<file path="src/logic/plc_acc_pkg.sv">
// Shared constants, types and decoding for the accumulator load/store datapath
package plc_acc_pkg;

	// Datapath widths
	localparam int DATA_W = 16;
	localparam int ACC_W = 32;
	localparam int ADDR_W = 16;
	localparam int CNT_W = 6;
	localparam int STACK_DEPTH = 8;

	// Reset values
	localparam logic [31:0] ACC_RESET = 32'h0000_0000;
	localparam logic [31:0] STACK_RESET = 32'h0000_0000;
	localparam logic [15:0] ADDR_RESET = 16'h0000;
	localparam logic FLAG_RESET = 1'b0;

	// Bit-field store count limits
	localparam logic [5:0] BIT_CNT_MIN = 6'h01;
	localparam logic [5:0] BIT_CNT_MAX = 6'h20;

	// Field positions
	localparam int OCT_DIGITS = 6;
	localparam int HI_LSB = 16;

	// Operation codes from the sequencer
	typedef enum logic [3:0] {
		word_load_op = 4'h0,
		octal_address_load_op = 4'h1,
		word_store_op = 4'h2,
		double_store_op = 4'h3,
		bit_field_store_op = 4'h4,
		pop_op = 4'h5,
		and_op = 4'h6,
		double_and_op = 4'h7,
		or_op = 4'h8
	} op_code_t;

	// Sequencing states
	typedef enum logic [2:0] {
		S_IDLE = 3'b000,
		S_PTR_W = 3'b001,
		S_PTR_D = 3'b010,
		S_GO = 3'b011,
		S_WR2 = 3'b100,
		S_BITS = 3'b101,
		S_RD_W = 3'b110,
		S_RD_D = 3'b111
	} seq_state_t;

	// Octal digits held one per nibble, packed to their binary value
	function automatic logic [15:0] octal_to_bin(input logic [23:0] digits);
		logic [17:0] packed_v;
		packed_v = '0;
		for (int i = 0; i < OCT_DIGITS; i++) begin
			packed_v[3*i +: 3] = digits[4*i +: 3];
		end
		return packed_v[15:0];
	endfunction : octal_to_bin

	// Operations that only copy the accumulator out
	function automatic logic is_store(input op_code_t op);
		return (op == word_store_op) || (op == double_store_op) || (op == bit_field_store_op);
	endfunction : is_store

endpackage : plc_acc_pkg

</file>
<file path="src/logic/plc_accumulator_load_store_logic.sv">
// Accumulator datapath: octal load, stores, stack pop, AND/OR and status flags
//
// Notes on behaviour
// - Octal address load converts to binary accumulator
// - Load-zero flag follows every load result
// - Load after load pushes old accumulator
// - Word store writes accumulator low word
// - Double store writes two consecutive words
// - Bit store copies 1-32 low bits
// - Pop moves stack top, shifts stack up
// - Pop updates result-zero flag
// - Single AND with memory word, low half
// - Single OR with memory word, low half
// - Logical ops update result-zero flag
// - Double AND with two words or constant
// - Double AND sets negative from bit 31
// - Flags hold until their own operation
// - Eight-deep stack, ninth push drops deepest
// - Pointer word contents give the address
// - Sixteen-bit load clears upper half
`timescale 1ns/1ps
module plc_accumulator_load_store_logic
	import plc_acc_pkg::*;
#(
	parameter int DEPTH = STACK_DEPTH
) (
	// Clock and reset
	input wire logic clk_sys,
	input wire logic rst_b,
	// Issue port from the sequencer
	input wire logic op_valid,
	input wire op_code_t op_code,
	input wire logic [31:0] op_operand,
	input wire logic op_pointer,
	input wire logic op_constant,
	input wire logic [5:0] op_bit_count,
	output logic op_ready,
	// Word memory
	output logic mem_rd_en,
	output logic mem_wr_en,
	output logic [15:0] mem_addr,
	output logic [15:0] mem_wr_data,
	input wire logic [15:0] mem_rd_data,
	// Bit memory
	output logic bit_wr_en,
	output logic [15:0] bit_addr,
	output logic bit_wr_data,
	// Status
	output logic [31:0] acc_value,
	output logic load_zero_flag,
	output logic result_zero_flag,
	output logic result_negative_flag
);

	// Sequencer state and latched operation
	seq_state_t state_ff, nxt_state;
	op_code_t op_ff, nxt_op;
	logic [5:0] cnt_ff, nxt_cnt; // Bit count, clamped
	logic [5:0] idx_ff, nxt_idx; // Next bit to send
	logic [15:0] lo_ff, nxt_lo; // First word of a double read
	logic second_ff, nxt_second; // Second word pending
	logic ready_ff, nxt_ready;
	logic rd_ff, nxt_rd;
	logic wr_ff, nxt_wr;
	logic [15:0] addr_ff, nxt_addr;
	logic [15:0] wdata_ff, nxt_wdata;
	logic bwr_ff, nxt_bwr;
	logic [15:0] baddr_ff, nxt_baddr;
	logic bdata_ff, nxt_bdata;

	// Execution strobe handed to the datapath
	logic exec_en;
	op_code_t exec_op;
	logic [31:0] exec_val;
	logic accept;

	// Accumulator, stack and flags
	logic [31:0] acc_ff, nxt_acc;
	logic [31:0] stack_ff [DEPTH];
	logic [31:0] nxt_stack [DEPTH];
	logic pend_ff, nxt_pend; // Set by a load, cleared only by a store
	logic lz_ff, nxt_lz;
	logic rz_ff, nxt_rz;
	logic rn_ff, nxt_rn;

	assign accept = op_valid && ready_ff;

	// Sequencer next state: address resolution, memory traffic, execution
	always_comb begin
		nxt_state = state_ff;
		nxt_op = op_ff;
		nxt_cnt = cnt_ff;
		nxt_idx = idx_ff;
		nxt_lo = lo_ff;
		nxt_second = second_ff;
		nxt_addr = addr_ff;
		nxt_wdata = wdata_ff;
		nxt_baddr = baddr_ff;
		nxt_bdata = bdata_ff;
		nxt_rd = 1'b0;
		nxt_wr = 1'b0;
		nxt_bwr = 1'b0;
		exec_en = 1'b0;
		exec_op = op_ff;
		exec_val = ACC_RESET;
		case (state_ff)
			S_IDLE: begin
				if (accept) begin
					nxt_op = op_code;
					nxt_second = 1'b0;
					exec_op = op_code;
					// Out-of-range counts are clamped rather than refused
					if (op_bit_count < BIT_CNT_MIN) begin
						nxt_cnt = BIT_CNT_MIN;
					end else if (op_bit_count > BIT_CNT_MAX) begin
						nxt_cnt = BIT_CNT_MAX;
					end else begin
						nxt_cnt = op_bit_count;
					end
					if (op_code == octal_address_load_op) begin
						exec_en = 1'b1;
						exec_val = {16'h0000, octal_to_bin(op_operand[23:0])};
					end else if (op_code == pop_op) begin
						exec_en = 1'b1;
					end else if (op_code == word_load_op && op_constant) begin
						exec_en = 1'b1;
						exec_val = {16'h0000, op_operand[15:0]};
					end else if (op_code == double_and_op && op_constant) begin
						exec_en = 1'b1;
						exec_val = op_operand;
					end else if (op_code <= or_op) begin
						// Stores cancel load chaining as they are taken
						exec_en = is_store(op_code);
						nxt_addr = op_operand[15:0];
						if (op_pointer) begin
							nxt_rd = 1'b1;
							nxt_state = S_PTR_W;
						end else begin
							nxt_state = S_GO;
						end
					end
				end
			end
			S_PTR_W: begin
				nxt_state = S_PTR_D;
			end
			S_PTR_D: begin
				// Pointer contents taken as a plain binary address
				nxt_addr = mem_rd_data;
				nxt_state = S_GO;
			end
			S_GO: begin
				case (op_ff)
					word_store_op: begin
						nxt_wr = 1'b1;
						nxt_wdata = acc_ff[15:0];
						nxt_state = S_IDLE;
					end
					double_store_op: begin
						nxt_wr = 1'b1;
						nxt_wdata = acc_ff[15:0];
						nxt_state = S_WR2;
					end
					bit_field_store_op: begin
						nxt_idx = 6'h00;
						nxt_state = S_BITS;
					end
					default: begin
						nxt_rd = 1'b1;
						nxt_state = S_RD_W;
					end
				endcase
			end
			S_WR2: begin
				// High word goes to the following location
				nxt_wr = 1'b1;
				nxt_addr = addr_ff + 16'h0001;
				nxt_wdata = acc_ff[31:HI_LSB];
				nxt_state = S_IDLE;
			end
			S_BITS: begin
				nxt_bwr = 1'b1;
				nxt_baddr = addr_ff + {10'h000, idx_ff};
				nxt_bdata = acc_ff[idx_ff[4:0]];
				nxt_idx = idx_ff + 6'h01;
				if (nxt_idx == cnt_ff) begin
					nxt_state = S_IDLE;
				end
			end
			S_RD_W: begin
				nxt_state = S_RD_D;
			end
			S_RD_D: begin
				if (op_ff == double_and_op && !second_ff) begin
					// Low word first, then fetch the high word
					nxt_lo = mem_rd_data;
					nxt_second = 1'b1;
					nxt_addr = addr_ff + 16'h0001;
					nxt_rd = 1'b1;
					nxt_state = S_RD_W;
				end else begin
					exec_en = 1'b1;
					if (op_ff == double_and_op) begin
						exec_val = {mem_rd_data, lo_ff};
					end else begin
						exec_val = {16'h0000, mem_rd_data};
					end
					nxt_state = S_IDLE;
				end
			end
			default: begin
				nxt_state = S_IDLE;
			end
		endcase
		nxt_ready = (nxt_state == S_IDLE);
	end

	// Sequencer registers
	always_ff @(posedge clk_sys or negedge rst_b) begin
		if (!rst_b) begin
			state_ff <= S_IDLE;
			op_ff <= word_load_op;
			cnt_ff <= BIT_CNT_MIN;
			idx_ff <= 6'h00;
			lo_ff <= 16'h0000;
			second_ff <= 1'b0;
			ready_ff <= 1'b1;
			rd_ff <= 1'b0;
			wr_ff <= 1'b0;
			addr_ff <= ADDR_RESET;
			wdata_ff <= 16'h0000;
			bwr_ff <= 1'b0;
			baddr_ff <= ADDR_RESET;
			bdata_ff <= 1'b0;
		end else begin
			state_ff <= nxt_state;
			op_ff <= nxt_op;
			cnt_ff <= nxt_cnt;
			idx_ff <= nxt_idx;
			lo_ff <= nxt_lo;
			second_ff <= nxt_second;
			ready_ff <= nxt_ready;
			rd_ff <= nxt_rd;
			wr_ff <= nxt_wr;
			addr_ff <= nxt_addr;
			wdata_ff <= nxt_wdata;
			bwr_ff <= nxt_bwr;
			baddr_ff <= nxt_baddr;
			bdata_ff <= nxt_bdata;
		end
	end

	// Datapath next values; flags move only with their own operations
	always_comb begin
		nxt_acc = acc_ff;
		nxt_stack = stack_ff;
		nxt_pend = pend_ff;
		nxt_lz = lz_ff;
		nxt_rz = rz_ff;
		nxt_rn = rn_ff;
		if (exec_en) begin
			case (exec_op)
				word_load_op, octal_address_load_op: begin
					if (pend_ff) begin
						// Deepest entry falls off the end
						for (int i = DEPTH - 1; i > 0; i--) begin
							nxt_stack[i] = stack_ff[i - 1];
						end
						nxt_stack[0] = acc_ff;
					end
					nxt_acc = exec_val;
					nxt_lz = (exec_val == ACC_RESET);
					nxt_pend = 1'b1;
				end
				pop_op: begin
					for (int i = 0; i < DEPTH - 1; i++) begin
						nxt_stack[i] = stack_ff[i + 1];
					end
					nxt_stack[DEPTH - 1] = STACK_RESET;
					nxt_acc = stack_ff[0];
					nxt_rz = (stack_ff[0] == ACC_RESET);
				end
				and_op: begin
					nxt_acc = {16'h0000, acc_ff[15:0] & exec_val[15:0]};
					nxt_rz = ((acc_ff[15:0] & exec_val[15:0]) == 16'h0000);
				end
				or_op: begin
					nxt_acc = {16'h0000, acc_ff[15:0] | exec_val[15:0]};
					nxt_rz = ((acc_ff[15:0] | exec_val[15:0]) == 16'h0000);
				end
				double_and_op: begin
					nxt_acc = acc_ff & exec_val;
					nxt_rz = ((acc_ff & exec_val) == ACC_RESET);
					nxt_rn = acc_ff[31] & exec_val[31];
				end
				default: begin
					// Stores break the load-after-load chain
					nxt_pend = 1'b0;
				end
			endcase
		end
	end

	// Datapath registers
	always_ff @(posedge clk_sys or negedge rst_b) begin
		if (!rst_b) begin
			acc_ff <= ACC_RESET;
			for (int i = 0; i < DEPTH; i++) begin
				stack_ff[i] <= STACK_RESET;
			end
			pend_ff <= 1'b0;
			lz_ff <= FLAG_RESET;
			rz_ff <= FLAG_RESET;
			rn_ff <= FLAG_RESET;
		end else begin
			acc_ff <= nxt_acc;
			stack_ff <= nxt_stack;
			pend_ff <= nxt_pend;
			lz_ff <= nxt_lz;
			rz_ff <= nxt_rz;
			rn_ff <= nxt_rn;
		end
	end

	// Outputs straight from flip-flops
	assign op_ready = ready_ff;
	assign mem_rd_en = rd_ff;
	assign mem_wr_en = wr_ff;
	assign mem_addr = addr_ff;
	assign mem_wr_data = wdata_ff;
	assign bit_wr_en = bwr_ff;
	assign bit_addr = baddr_ff;
	assign bit_wr_data = bdata_ff;
	assign acc_value = acc_ff;
	assign load_zero_flag = lz_ff;
	assign result_zero_flag = rz_ff;
	assign result_negative_flag = rn_ff;
endmodule : plc_accumulator_load_store_logic

</file>
<file path="config.mk">
export PLATFORM = sky130hd
export DESIGN_NAME = plc_accumulator_load_store_logic
export DESIGN_NICKNAME = d
export VERILOG_FILES = /design/src/logic/plc_acc_pkg.sv /design/src/logic/plc_accumulator_load_store_logic.sv
export SDC_FILE = /design/constraint.sdc
export NUM_CORES = 1
export LEC_CHECK = 0
export BUFFER_PORTS_ARGS = -buffer_cell sky130_fd_sc_hd__buf_2
export CORE_UTILIZATION = 50
export DETAILED_ROUTE_END_ITERATION = 16
export PLACE_DENSITY = 0.66
export REMOVE_ABC_BUFFERS = 1
export SLEW_MARGIN = 20
export SYNTH_ARGS = -nofsm -noshare
export SYNTH_HDL_FRONTEND = slang
export SYNTH_SLANG_ARGS = --single-unit
</file>
<file path="constraint.sdc">
create_clock -name clk_sys -period 7.8 [get_ports clk_sys]
set_clock_uncertainty 0.05 [all_clocks]
set_input_delay 1.56 -clock clk_sys [delete_from_list [all_inputs] [get_ports clk_sys]]
set_output_delay 1.56 -clock clk_sys [all_outputs]
set_load 0.01 [all_outputs]
</file>
# After elaboration in Yosys (flattened, before gate mapping)
# Cells that the tools add are included.
# totals
wordCells,177
out_inout_bits,88
register_bits,381
# classes
n_eq_ne,33
mux,66
n_reduce_logical,39
addsub,3
order_cmp,4
bitwise,5
# op_table
cell,count
$pmux 256 s2,1
$mux 256,1
$mux 32,7
$pmux 32 s5,1
$mux 16,8
$logic_not 32->1,3
$pmux 16 s4,1
$pmux 32 s2,1
$and 32x32->32,1
$eq 4x3->1 const B,8
$logic_not 16->1,2
$pmux 16 s2,1
$mux 3,8
$pmux 3 s8,1
$mux 1,21
$ne 2x2->1 const B,10
$mux 6,3
$reduce_and 2->1,9
$add 16x1->16 const B,1
$add 16x6->16,1
$and 16x16->16,1
$eq 4x2->1 const B,4
$or 16x16->16,1
$eq 3x3->1 const B,4
33 further kinds,51

# Depth between registers and ports, before layout
# Gate-level depths: netlist of run 1.
# depth
depth_word,11
ltp_mapped,11

# Worst setup path before layout of run 1
# Ideal clock, no wire load.
# synth_path
kind,in2reg
from,input op_code[2]
to,register rz_ff (netlist: result_zero_flag)
required_time_ps,7684
slack_ps,4066
stages,9
setup_time_ps,66
arrival_ps,3618
n_path_buf,3
path_cell_list,clkbuf_1 nor4b_1 buf_2 buf_2 mux2_2 a221oi_1 nand2_1 a21oi_1 a41o_1
# synth_between
elab_chain_len,11
# synth_rtl
item,line_no,rtl
start: declaration,plc_accumulator_load_store_logic.sv:32,"input wire op_code_t op_code,"
$eq 4x3->1 or $eq 4x2->1 (tied branches),"plc_accumulator_load_store_logic.sv:128, plc_acc_pkg.sv:62",
$logic_and 1x1->1 or $logic_or 1x1->1 (tied branches),"plc_accumulator_load_store_logic.sv:128, plc_acc_pkg.sv:62",
$mux 32 or $logic_or 1x1->1 (tied branches),"plc_accumulator_load_store_logic.sv:128, plc_acc_pkg.sv:62",
$mux 32 or $mux 1 (tied branches),"plc_accumulator_load_store_logic.sv:125, plc_accumulator_load_store_logic.sv:131",
$mux 32 or $mux 1 (tied branches),"plc_accumulator_load_store_logic.sv:123, plc_accumulator_load_store_logic.sv:128",
$mux 32 or $mux 1 (tied branches),"plc_accumulator_load_store_logic.sv:120, plc_accumulator_load_store_logic.sv:125",
$mux 32 or $mux 1 (tied branches),"plc_accumulator_load_store_logic.sv:108, plc_accumulator_load_store_logic.sv:123",
$pmux 32 s2 or $mux 1 (tied branches),"plc_accumulator_load_store_logic.sv:106, plc_accumulator_load_store_logic.sv:120",
$and 32x32->32 (tied with other cells),plc_accumulator_load_store_logic.sv:293,nxt_rz = ((acc_ff & exec_val) == ACC_RESET);
$logic_not 32->1 (tied with other cells),plc_accumulator_load_store_logic.sv:293,
$pmux 1 s4 or $reduce_and 2->1 (tied branches),-,
end signal: assignment,plc_accumulator_load_store_logic.sv:320,rz_ff <= nxt_rz;
end: declaration,plc_accumulator_load_store_logic.sv:83,"logic rz_ff, nxt_rz;"
# Several ways; a longest one is shown, not always the timed one.
# A chain may end at the register's enable or synchronous reset.

# Worst setup path in the final report of run 1
# layout_path
from,input op_valid
to,register stack_ff[217] in the netlist's numbering
# layout_between
elab_chain_len,7
# layout_rtl
item,line_no,rtl
start: declaration,plc_accumulator_load_store_logic.sv:31,"input wire logic op_valid,"
$logic_and 1x1->1 (*),plc_accumulator_load_store_logic.sv:86,assign accept = op_valid && ready_ff;
$mux 4,-,
$mux 4,plc_accumulator_load_store_logic.sv:106,case (state_ff)
$eq 4x1->1 or $logic_not 4->1 (tied branches),plc_accumulator_load_store_logic.sv:262,case (exec_op)
$reduce_or 2->1,plc_accumulator_load_store_logic.sv:262,
$ne 2x2->1 (no source line) or $reduce_bool 2->1 (tied branches),-,
$reduce_and 3->1 (no source line),-,
end signal: assignment,plc_accumulator_load_store_logic.sv:317,stack_ff <= nxt_stack;
end: declaration,plc_accumulator_load_store_logic.sv:79,logic [31:0] stack_ff [DEPTH];
# Every way passes the cells marked *; elsewhere a longest branch is shown, timed or not.

==> summary.md, run 1 <==
| Metric | Value |
|---|---|
| Run status | `complete, no violations` |
| Final HPWL from detailed placement | `39.1 mm` |
| Most repeated cell in the gate-level netlist after synthesis | `nand2_1` |
| Remaining antenna violation count after routing | `0` |
| Amount of wire on met3 after detailed routing | `4.42 mm` |
| Upper clock frequency limit | `205 MHz` |
| Synth Warn # | `0` |
| CP startpoint kind | `input pin` |
| Number of antenna violations at the first check in global routing | `2` |
| Standard cell core area | `38,000 um2` |
| Average size of a mapped cell | `8.49 um2` |
| Cell class contributing the biggest share of worst-path delay | `simple AND/OR/NAND/NOR gates` |
| DIE HEIGHT | `199 um` |
| Tightest Hold Check Type | `reg2reg` |
| Largest net degree at the start of global routing | `228` |
| Ordered list of cells on the worst path | `buf_2 > nand3_1 > or4_1 > o31a_2 > buf_4 > a21oi_4 > buf_4 > nor2_1 > a31oi_1` |
| Cell type with the largest total area after synthesis | `dfrtp_1` |
| Data required time of the critical path | `8.23 ns` |
| Worst-case clock buffer depth | `3` |
| Signal arrival time at the worst endpoint | `5.31 ns` |
| Post-synth cell types | `78` |
| Layout net count | `2,410` |
| Floorplan die width | `199 um` |
| Placed standard-cell area | `20,400 um2` |
| Overall track demand over capacity in global routing | `0.301` |
| Share of the clock period used by the worst path after layout | `0.626` |
| Growth of design area from synthesis to finish | `11.9%` |
| Largest fanout of any net on the critical path | `70` |
| Clock buffers created by TritonCTS | `42` |
| Starting Density | `0.512` |
| Final-report hold violation count | `0` |
| Top cells by instance count after synthesis | `nand2_1, dfrtp_1, nor2_1` |
| Stage delay of the slowest cell on the critical path | `0.81 ns` |
| Count of instances resized after the clock tree is built | `0` |
| Final critical path time including I/O delays and setup | `4.88 ns` |
| Area contributors post-synth | `dfrtp_1, nand2_1, a31oi_1, nor2_1, a22o_1` |
| Dominant register cell in the synthesized netlist | `dfrtp_1` |
| Leakage power of the design | `9.50 nW` |
| Overall power after layout | `8.49 mW` |
| Max Slew Vio Count | `0` |
| Met2 Wirelength | `26.4 mm` |
| Crit Path Class | `in2reg` |
| CTS clock-pin slew for the worst setup and hold paths | `0.06 ns` |
| Count of standard-cell rows | `71` |
| Number of violations of the max-capacitance limit | `0` |
| Setup TNS Final | `0 ns` |
| Remaining routing DRC violations | `0` |
| Count of input and output buffers | `150` |
| Detailed Route WL | `58.9 mm` |
| Count of buffer and inverter cells on the critical path | `3` |
| Worst-margin pin slew | `1.15 ns` |
| Vias per std cell | `6.10` |
| Number of synthesized flops with an enable pin | `0` |
| Insertion delay of the later-clocked pin in the worst-skew pair | `0.57 ns` |
| Wire length of the first global-routing pass | `92.6 mm` |
| Max rail drop VDD | `0.174 mV` |
| Core occupancy in the finished layout | `0.573` |
| GR Overflow Total | `0` |
| Met1 wire length | `26.3 mm` |
| Max-slew headroom | `0.228` |
| Number of detailed-routing iterations run before antenna repair | `5` |
| Cell area after layout | `21,800 um2` |
| Global placer's final weighted congestion | `0.965` |
| Setup repair after global routing missed its margin | `no` |
| Total standard cell area after synthesis | `19,500 um2` |
| Max H-tree Level | `2` |
| Proportion of register bits with asynchronous set or reset after synthesis | `1.00` |
| Boundary pin count | `151` |
| Number of instances in the synthesized netlist | `2,294` |
| Share of synthesized area occupied by flip-flops and latches | `0.490` |
| Cell repeated most along the worst path | `buf_4` |
| Sinks on the clock net | `381` |
| Area share of the largest cell type after synthesis | `0.487` |
| CP max-delay cell | `a21oi_4` |
| DRC marker count from the first detailed-route iteration | `1,659` |
| Endpoint type of the worst setup path | `flop` |
| Setup Fix Bufs, Post-CTS | `0` |
| Count of vias placed by the detailed router | `17,600` |
| Count of hold buffers inserted by post-cts repair | `0` |
| Total of flip-flops plus latches after synthesis | `381` |
| Area of the die | `39,800 um2` |
| Proportion of layout cells with a drive suffix above 1 | `0.125` |
| Pwr/cell area | `390 nW/um2` |
| CTS tree | `done` |
| Setup violations, final | `0` |
| Root Driver | `clkbuf_16` |
| Vias in the first global route | `16,200` |
| Uppermost metal layer occupied by signal nets | `met5` |
| Wirelength per Cell | `20.5 um` |
stage by stage:
step	hold slack, ns	cells	worst slack, ns
5_1_grt	0.454	2877	2.58
2_1_floorplan	0.408	2117	-11.48
6_report	0.422	2877	2.92
3_3_place_gp	0.406	2805	2.53
3_5_place_dp	0.415	2805	2.39
4_1_cts	0.429	2876	2.99
worst paths after layout:
| check | from | to | slack, ns | cells past startpoint |
|---|---|---|---|---|
| setup reg to reg | state_ff[2] | stack_ff[217] | 2.99 | 9 |
| min in group asynchronous | rst_b | bit_wr_en | 0.86 | 1 |
| hold reg to reg | bit_addr[5] | bit_addr[5] | 0.42 | 2 |
| max in group asynchronous | rst_b | stack_ff[232] | 5.47 | 2 |
| setup / recovery | op_valid | stack_ff[217] | 2.92 | 9 |
| hold / removal | bit_addr[5] | bit_addr[5] | 0.42 | 2 |
tightest hold or removal path, cell delays in order (launching register included):
cell and delay, ns:
dfrtp_1 0.33, nand2_1 0.04, o21ai_0 0.06
cell type report:
class                      instances  area, um2
fill                            3451      16200
timing repair buffer             177       1020
antenna                            1       2.50
sequential                       381       9540
clock inverter                     8        126
tap                              511        639
multi-input combinational       1709       9130
clock buffer                      63       1240
inverter                          27        101
power by group:
part           internal [mW]  switching (mW)  total (mW)
Combinational           1.13            1.61        2.74
Sequential              2.82           0.933        3.75
Clock                   1.19           0.813        2.00
Total                   5.14            3.35        8.49
sequential cells by signal, indices dropped and copies added, names as in the netlist, 3 cells and up:
signal	count
cnt_ff	6
mem_addr	16
acc_value	32
op_ff	4
stack_ff	256
idx_ff	6
bit_addr	16
state_ff	3
mem_wr_data	16
lo_ff	16
logic make-up after synthesis:
family / count (synthesis) / share of synthesized area
compound gates: 573 / 0.192
xor+xnor: 18 / 0.00809
fa+ha+maj: 9 / 0.00617
buf+inv: 204 / 0.0446
flops: 381 / 0.490
mux: 72 / 0.0412
simple gates: 1037 / 0.218
placed cells by master, fill, tap and decap left out, drive strengths merged, types with 6 or more instances in the layout:
master | netlist | layout
a211oi | 12 | 12
a21o | 9 | 9
a21oi | 82 | 82
a22o | 56 | 56
a22oi | 23 | 23
a31oi | 235 | 235
and2 | 6 | 6
and3 | 12 | 12
buf | 75 | 177
clkbuf | 102 | 63
clkinv | 1 | 6
dfrtp | 379 | 379
ha | 8 | 8
inv | 26 | 26
mux2 | 25 | 25
mux2i | 43 | 43
nand2 | 626 | 626
nand3 | 34 | 34
nand3b | 6 | 6
nand4 | 7 | 7
nor2 | 268 | 268
nor3 | 23 | 23
nor4 | 15 | 15
o21ai | 82 | 82
o22a | 14 | 14
o22ai | 10 | 10
o31ai | 12 | 12
or2 | 7 | 7
or4 | 10 | 10
xnor2 | 14 | 14
routing by layer:
metal,GRT usage,vias to the layer above
met5,0,-
met1,0.434,8667
met4,0.110,2
met3,0.0483,113
li1,-,8118
met2,0.457,656
(Power assumes the default switching activity.)
==> run 2: changes to the inputs <==
==> constraint.sdc (replaced) <==
create_clock -name clk_sys -period 4.7 [get_ports clk_sys]
set_clock_uncertainty 0.05 [all_clocks]
set_input_delay 0.94 -clock clk_sys [delete_from_list [all_inputs] [get_ports clk_sys]]
set_output_delay 0.94 -clock clk_sys [all_outputs]
set_load 0.01 [all_outputs]
==> run 2 against run 1 <==
Compared with the run above:
- flip-flop and latch count unchanged
- register-to-register slack got worse by 2.0 ns
- final cell count grew 0.63%
- design area rose by 0.97%
- global-route usage fell by 0.27 points
- setup slack got worse by 2.0 ns
- worst hold slack got worse by 0.047 ns
- combinational power up 68%
- total power rose by 66%
- sequential power up 65%
- first-iteration DRC count decreased by 17%
- via count is 0.87% lower
==> summary.md, run 2 (synthesized netlist as in run 1, its figures left out) <==
| Metric | Value |
|---|---|
| Run status | `complete, no violations` |
| Setup violations, final | `0 (unchanged)` |
| Floorplan die width | `199 um (unchanged)` |
| Max Slew Vio Count | `0 (unchanged)` |
| Fill cell total of the finished layout | `3,412 (-1.1%)` |
| Leakage power of the design | `9.62 nW (+1.2%)` |
| Upper clock frequency limit | `267 MHz` |
| Combinational share of power | `0.324 (+0.002)` |
| Count of input and output buffers | `150 (unchanged)` |
| Remaining antenna violation count after routing | `0 (unchanged)` |
| Share of the clock period used by the worst path after layout | `0.797` |
| DRC marker count from the first detailed-route iteration | `1,372 (-17%)` |
| Cell internal pwr | `8.60 mW (+67%)` |
| Logic depth of the worst register-to-register path | `8 (-1)` |
| Share of power burned in the clock network | `0.238 (+0.002)` |
| Setup Fix Bufs, Post-CTS | `0 (unchanged)` |
| Stage delay of the slowest cell on the critical path | `0.69 ns (-0.12 ns)` |
| Count of hold buffers inserted by post-cts repair | `0 (unchanged)` |
| Vias per std cell | `6.01 (-1.5%)` |
| Largest net degree at the start of global routing | `225 (-1.3%)` |
| Count of vias placed by the detailed router | `17,400 (-0.87%)` |
| Boundary pin count | `151 (unchanged)` |
| Max-slew headroom | `0.233 (+0.00523)` |
| Wirelength per Cell | `20.0 um (-2.1%)` |
| Setup TNS Final | `0 ns (unchanged)` |
| Largest fanout of any net on the critical path | `82 (+17%)` |
| Final-report hold violation count | `0 (unchanged)` |
| Signal arrival time at the worst endpoint | `4.16 ns (-1.15 ns)` |
| Detailed Route WL | `58.0 mm (-1.5%)` |
| Data required time of the critical path | `5.12 ns (-3.11 ns)` |
| Number of violations of the max-capacitance limit | `0 (unchanged)` |
| Standard cell core area | `38,000 um2 (unchanged)` |
| Worst-margin pin slew | `1.15 ns (-0.00377 ns)` |
| Clock buffers created by TritonCTS | `42 (unchanged)` |
| Count of instances resized after the clock tree is built | `0 (unchanged)` |
| Net switching power of the design | `5.53 mW (+65%)` |
| Fraction of power spent switching nets | `0.391 (-0.00374)` |
| Commonest non-fill, non-tap cell in the layout | `nand2_1` |
| Ordered list of cells on the worst path | `nor3_2 > nand3_1 > or4_1 > o31a_2 > a21oi_4 > buf_12 > nor2_1 > a31oi_1` |
| Pwr/cell area | `642 nW/um2 (+65%)` |
| Area of the die | `39,800 um2 (unchanged)` |
| Tightest Hold Check Type | `in2async` |
| Largest register FFs | `256 (unchanged)` |
| Commonest cells after routing, fill and taps aside | `nand2_1, dfrtp_1, nor2_1` |
| Remaining routing DRC violations | `0 (unchanged)` |
| Most flops, register | `stack_ff` |
| Worst-case clock buffer depth | `3 (unchanged)` |
| Growth of design area from synthesis to finish | `13.0%` |
| Number of antenna violations at the first check in global routing | `1 (-1)` |
| Reg power frac | `0.438 (-0.004)` |
| Wire length of the first global-routing pass | `91.3 mm (-1.4%)` |
| Root Driver | `clkbuf_16` |
| Global placer's final weighted congestion | `0.964 (about the same)` |
| Starting Density | `0.512 (unchanged)` |
| Max rail drop VDD | `0.337 mV (+94%)` |
| CP max-delay cell | `a21oi_4` |
| Insertion delay of the later-clocked pin in the worst-skew pair | `0.57 ns (about the same)` |
| Core occupancy in the finished layout | `0.579 (+0.00556)` |
| GR Overflow Total | `0 (unchanged)` |
| CTS clock-pin slew for the worst setup and hold paths | `0.06 ns (about the same)` |
| Endpoint type of the worst setup path | `flop` |
| Worst slack on hold paths | `0.375 ns (-0.0470 ns)` |
| Layout net count | `2,425 (+0.62%)` |
| Crit Path Class | `reg2reg` |
| Max H-tree Level | `2 (unchanged)` |
| Diodes inserted | `0 (-1)` |
| Setup repair after global routing missed its margin | `no` |
| Overall track demand over capacity in global routing | `0.298 (-0.00273)` |
| CP startpoint kind | `flop` |
| Proportion of layout cells with a drive suffix above 1 | `0.131 (+0.00614)` |
| Count of standard-cell rows | `71 (unchanged)` |
| CTS tree | `done` |
| Number of detailed-routing iterations run before antenna repair | `8 (+3)` |
| Sinks on the clock net | `381 (unchanged)` |
| DIE HEIGHT | `199 um (unchanged)` |
| Vias in the first global route | `15,900 (-2.2%)` |
| Final HPWL from detailed placement | `39.3 mm (+0.46%)` |
| Final critical path time including I/O delays and setup | `3.75 ns` |
-- run 2: path summary, 6_finish.rpt --
kind,slack [ns],endpoint,start
setup / recovery,0.95,stack_ff[224],state_ff[0]
hold / removal,0.37,bit_wr_en,rst_b
setup reg to reg,0.95,stack_ff[224],state_ff[0]
hold reg to reg,0.42,bit_addr[5],bit_addr[5]
max in group asynchronous,3.14,stack_ff[242],rst_b
min in group clk_sys,0.42,bit_addr[5],bit_addr[5]
-- run 2: critical path, delay by kind of cell (launching register included) --
kind	cells	cell delay (ns)
AND/OR/NAND/NOR	4	1.56
AO/OA/AOI/OAI	3	1.07
flip-flops	1	0.54
buffers and inverters	1	0.37
-- run 2: area by class of cell --
type                    count  area (um2)  area share
clock buffers              63        1260      0.0573
well taps                 511         639      0.0291
flip-flops and latches    381        9540       0.433
clock inverters            12         145     0.00660
repair buffers            192        1200      0.0546
inverters                  27         101     0.00461
multi-input cells        1709        9120       0.415
-- run 2: layer usage --
layer	share of wire	global-route usage	wire length (um)
met1	0.45	0.435	26300
met2	0.45	0.450	25800
met3	0.073	0.0479	4260
met4	0.028	0.101	1610
met5	0.00022	0	13
-- run 2: power by group through the flow --
stage / clock, mW / combinational, mW / sequential [mW]
floorplan: 0 / 3.35 / 5.89
global placement: 0 / 4.44 / 6.15
detailed placement: 0 / 4.58 / 6.20
CTS: 3.43 / 4.60 / 6.16
global route: 3.56 / 5.22 / 6.38
finish: 3.36 / 4.59 / 6.19
-- run 2: through the flow --
step | worst slack (ns) | area, um2 | std cells | total power, mW
after floorplan | -13.96 | 18700 | 2117 | 9.24
after global placement | 0.912 | 20600 | 2820 | 10.6
after detailed placement | 0.894 | 20600 | 2820 | 10.8
after CTS | 0.937 | 22000 | 2895 | 14.2
after global routing | 0.737 | 22000 | 2895 | 15.2
final | 0.953 | 22000 | 2895 | 14.1
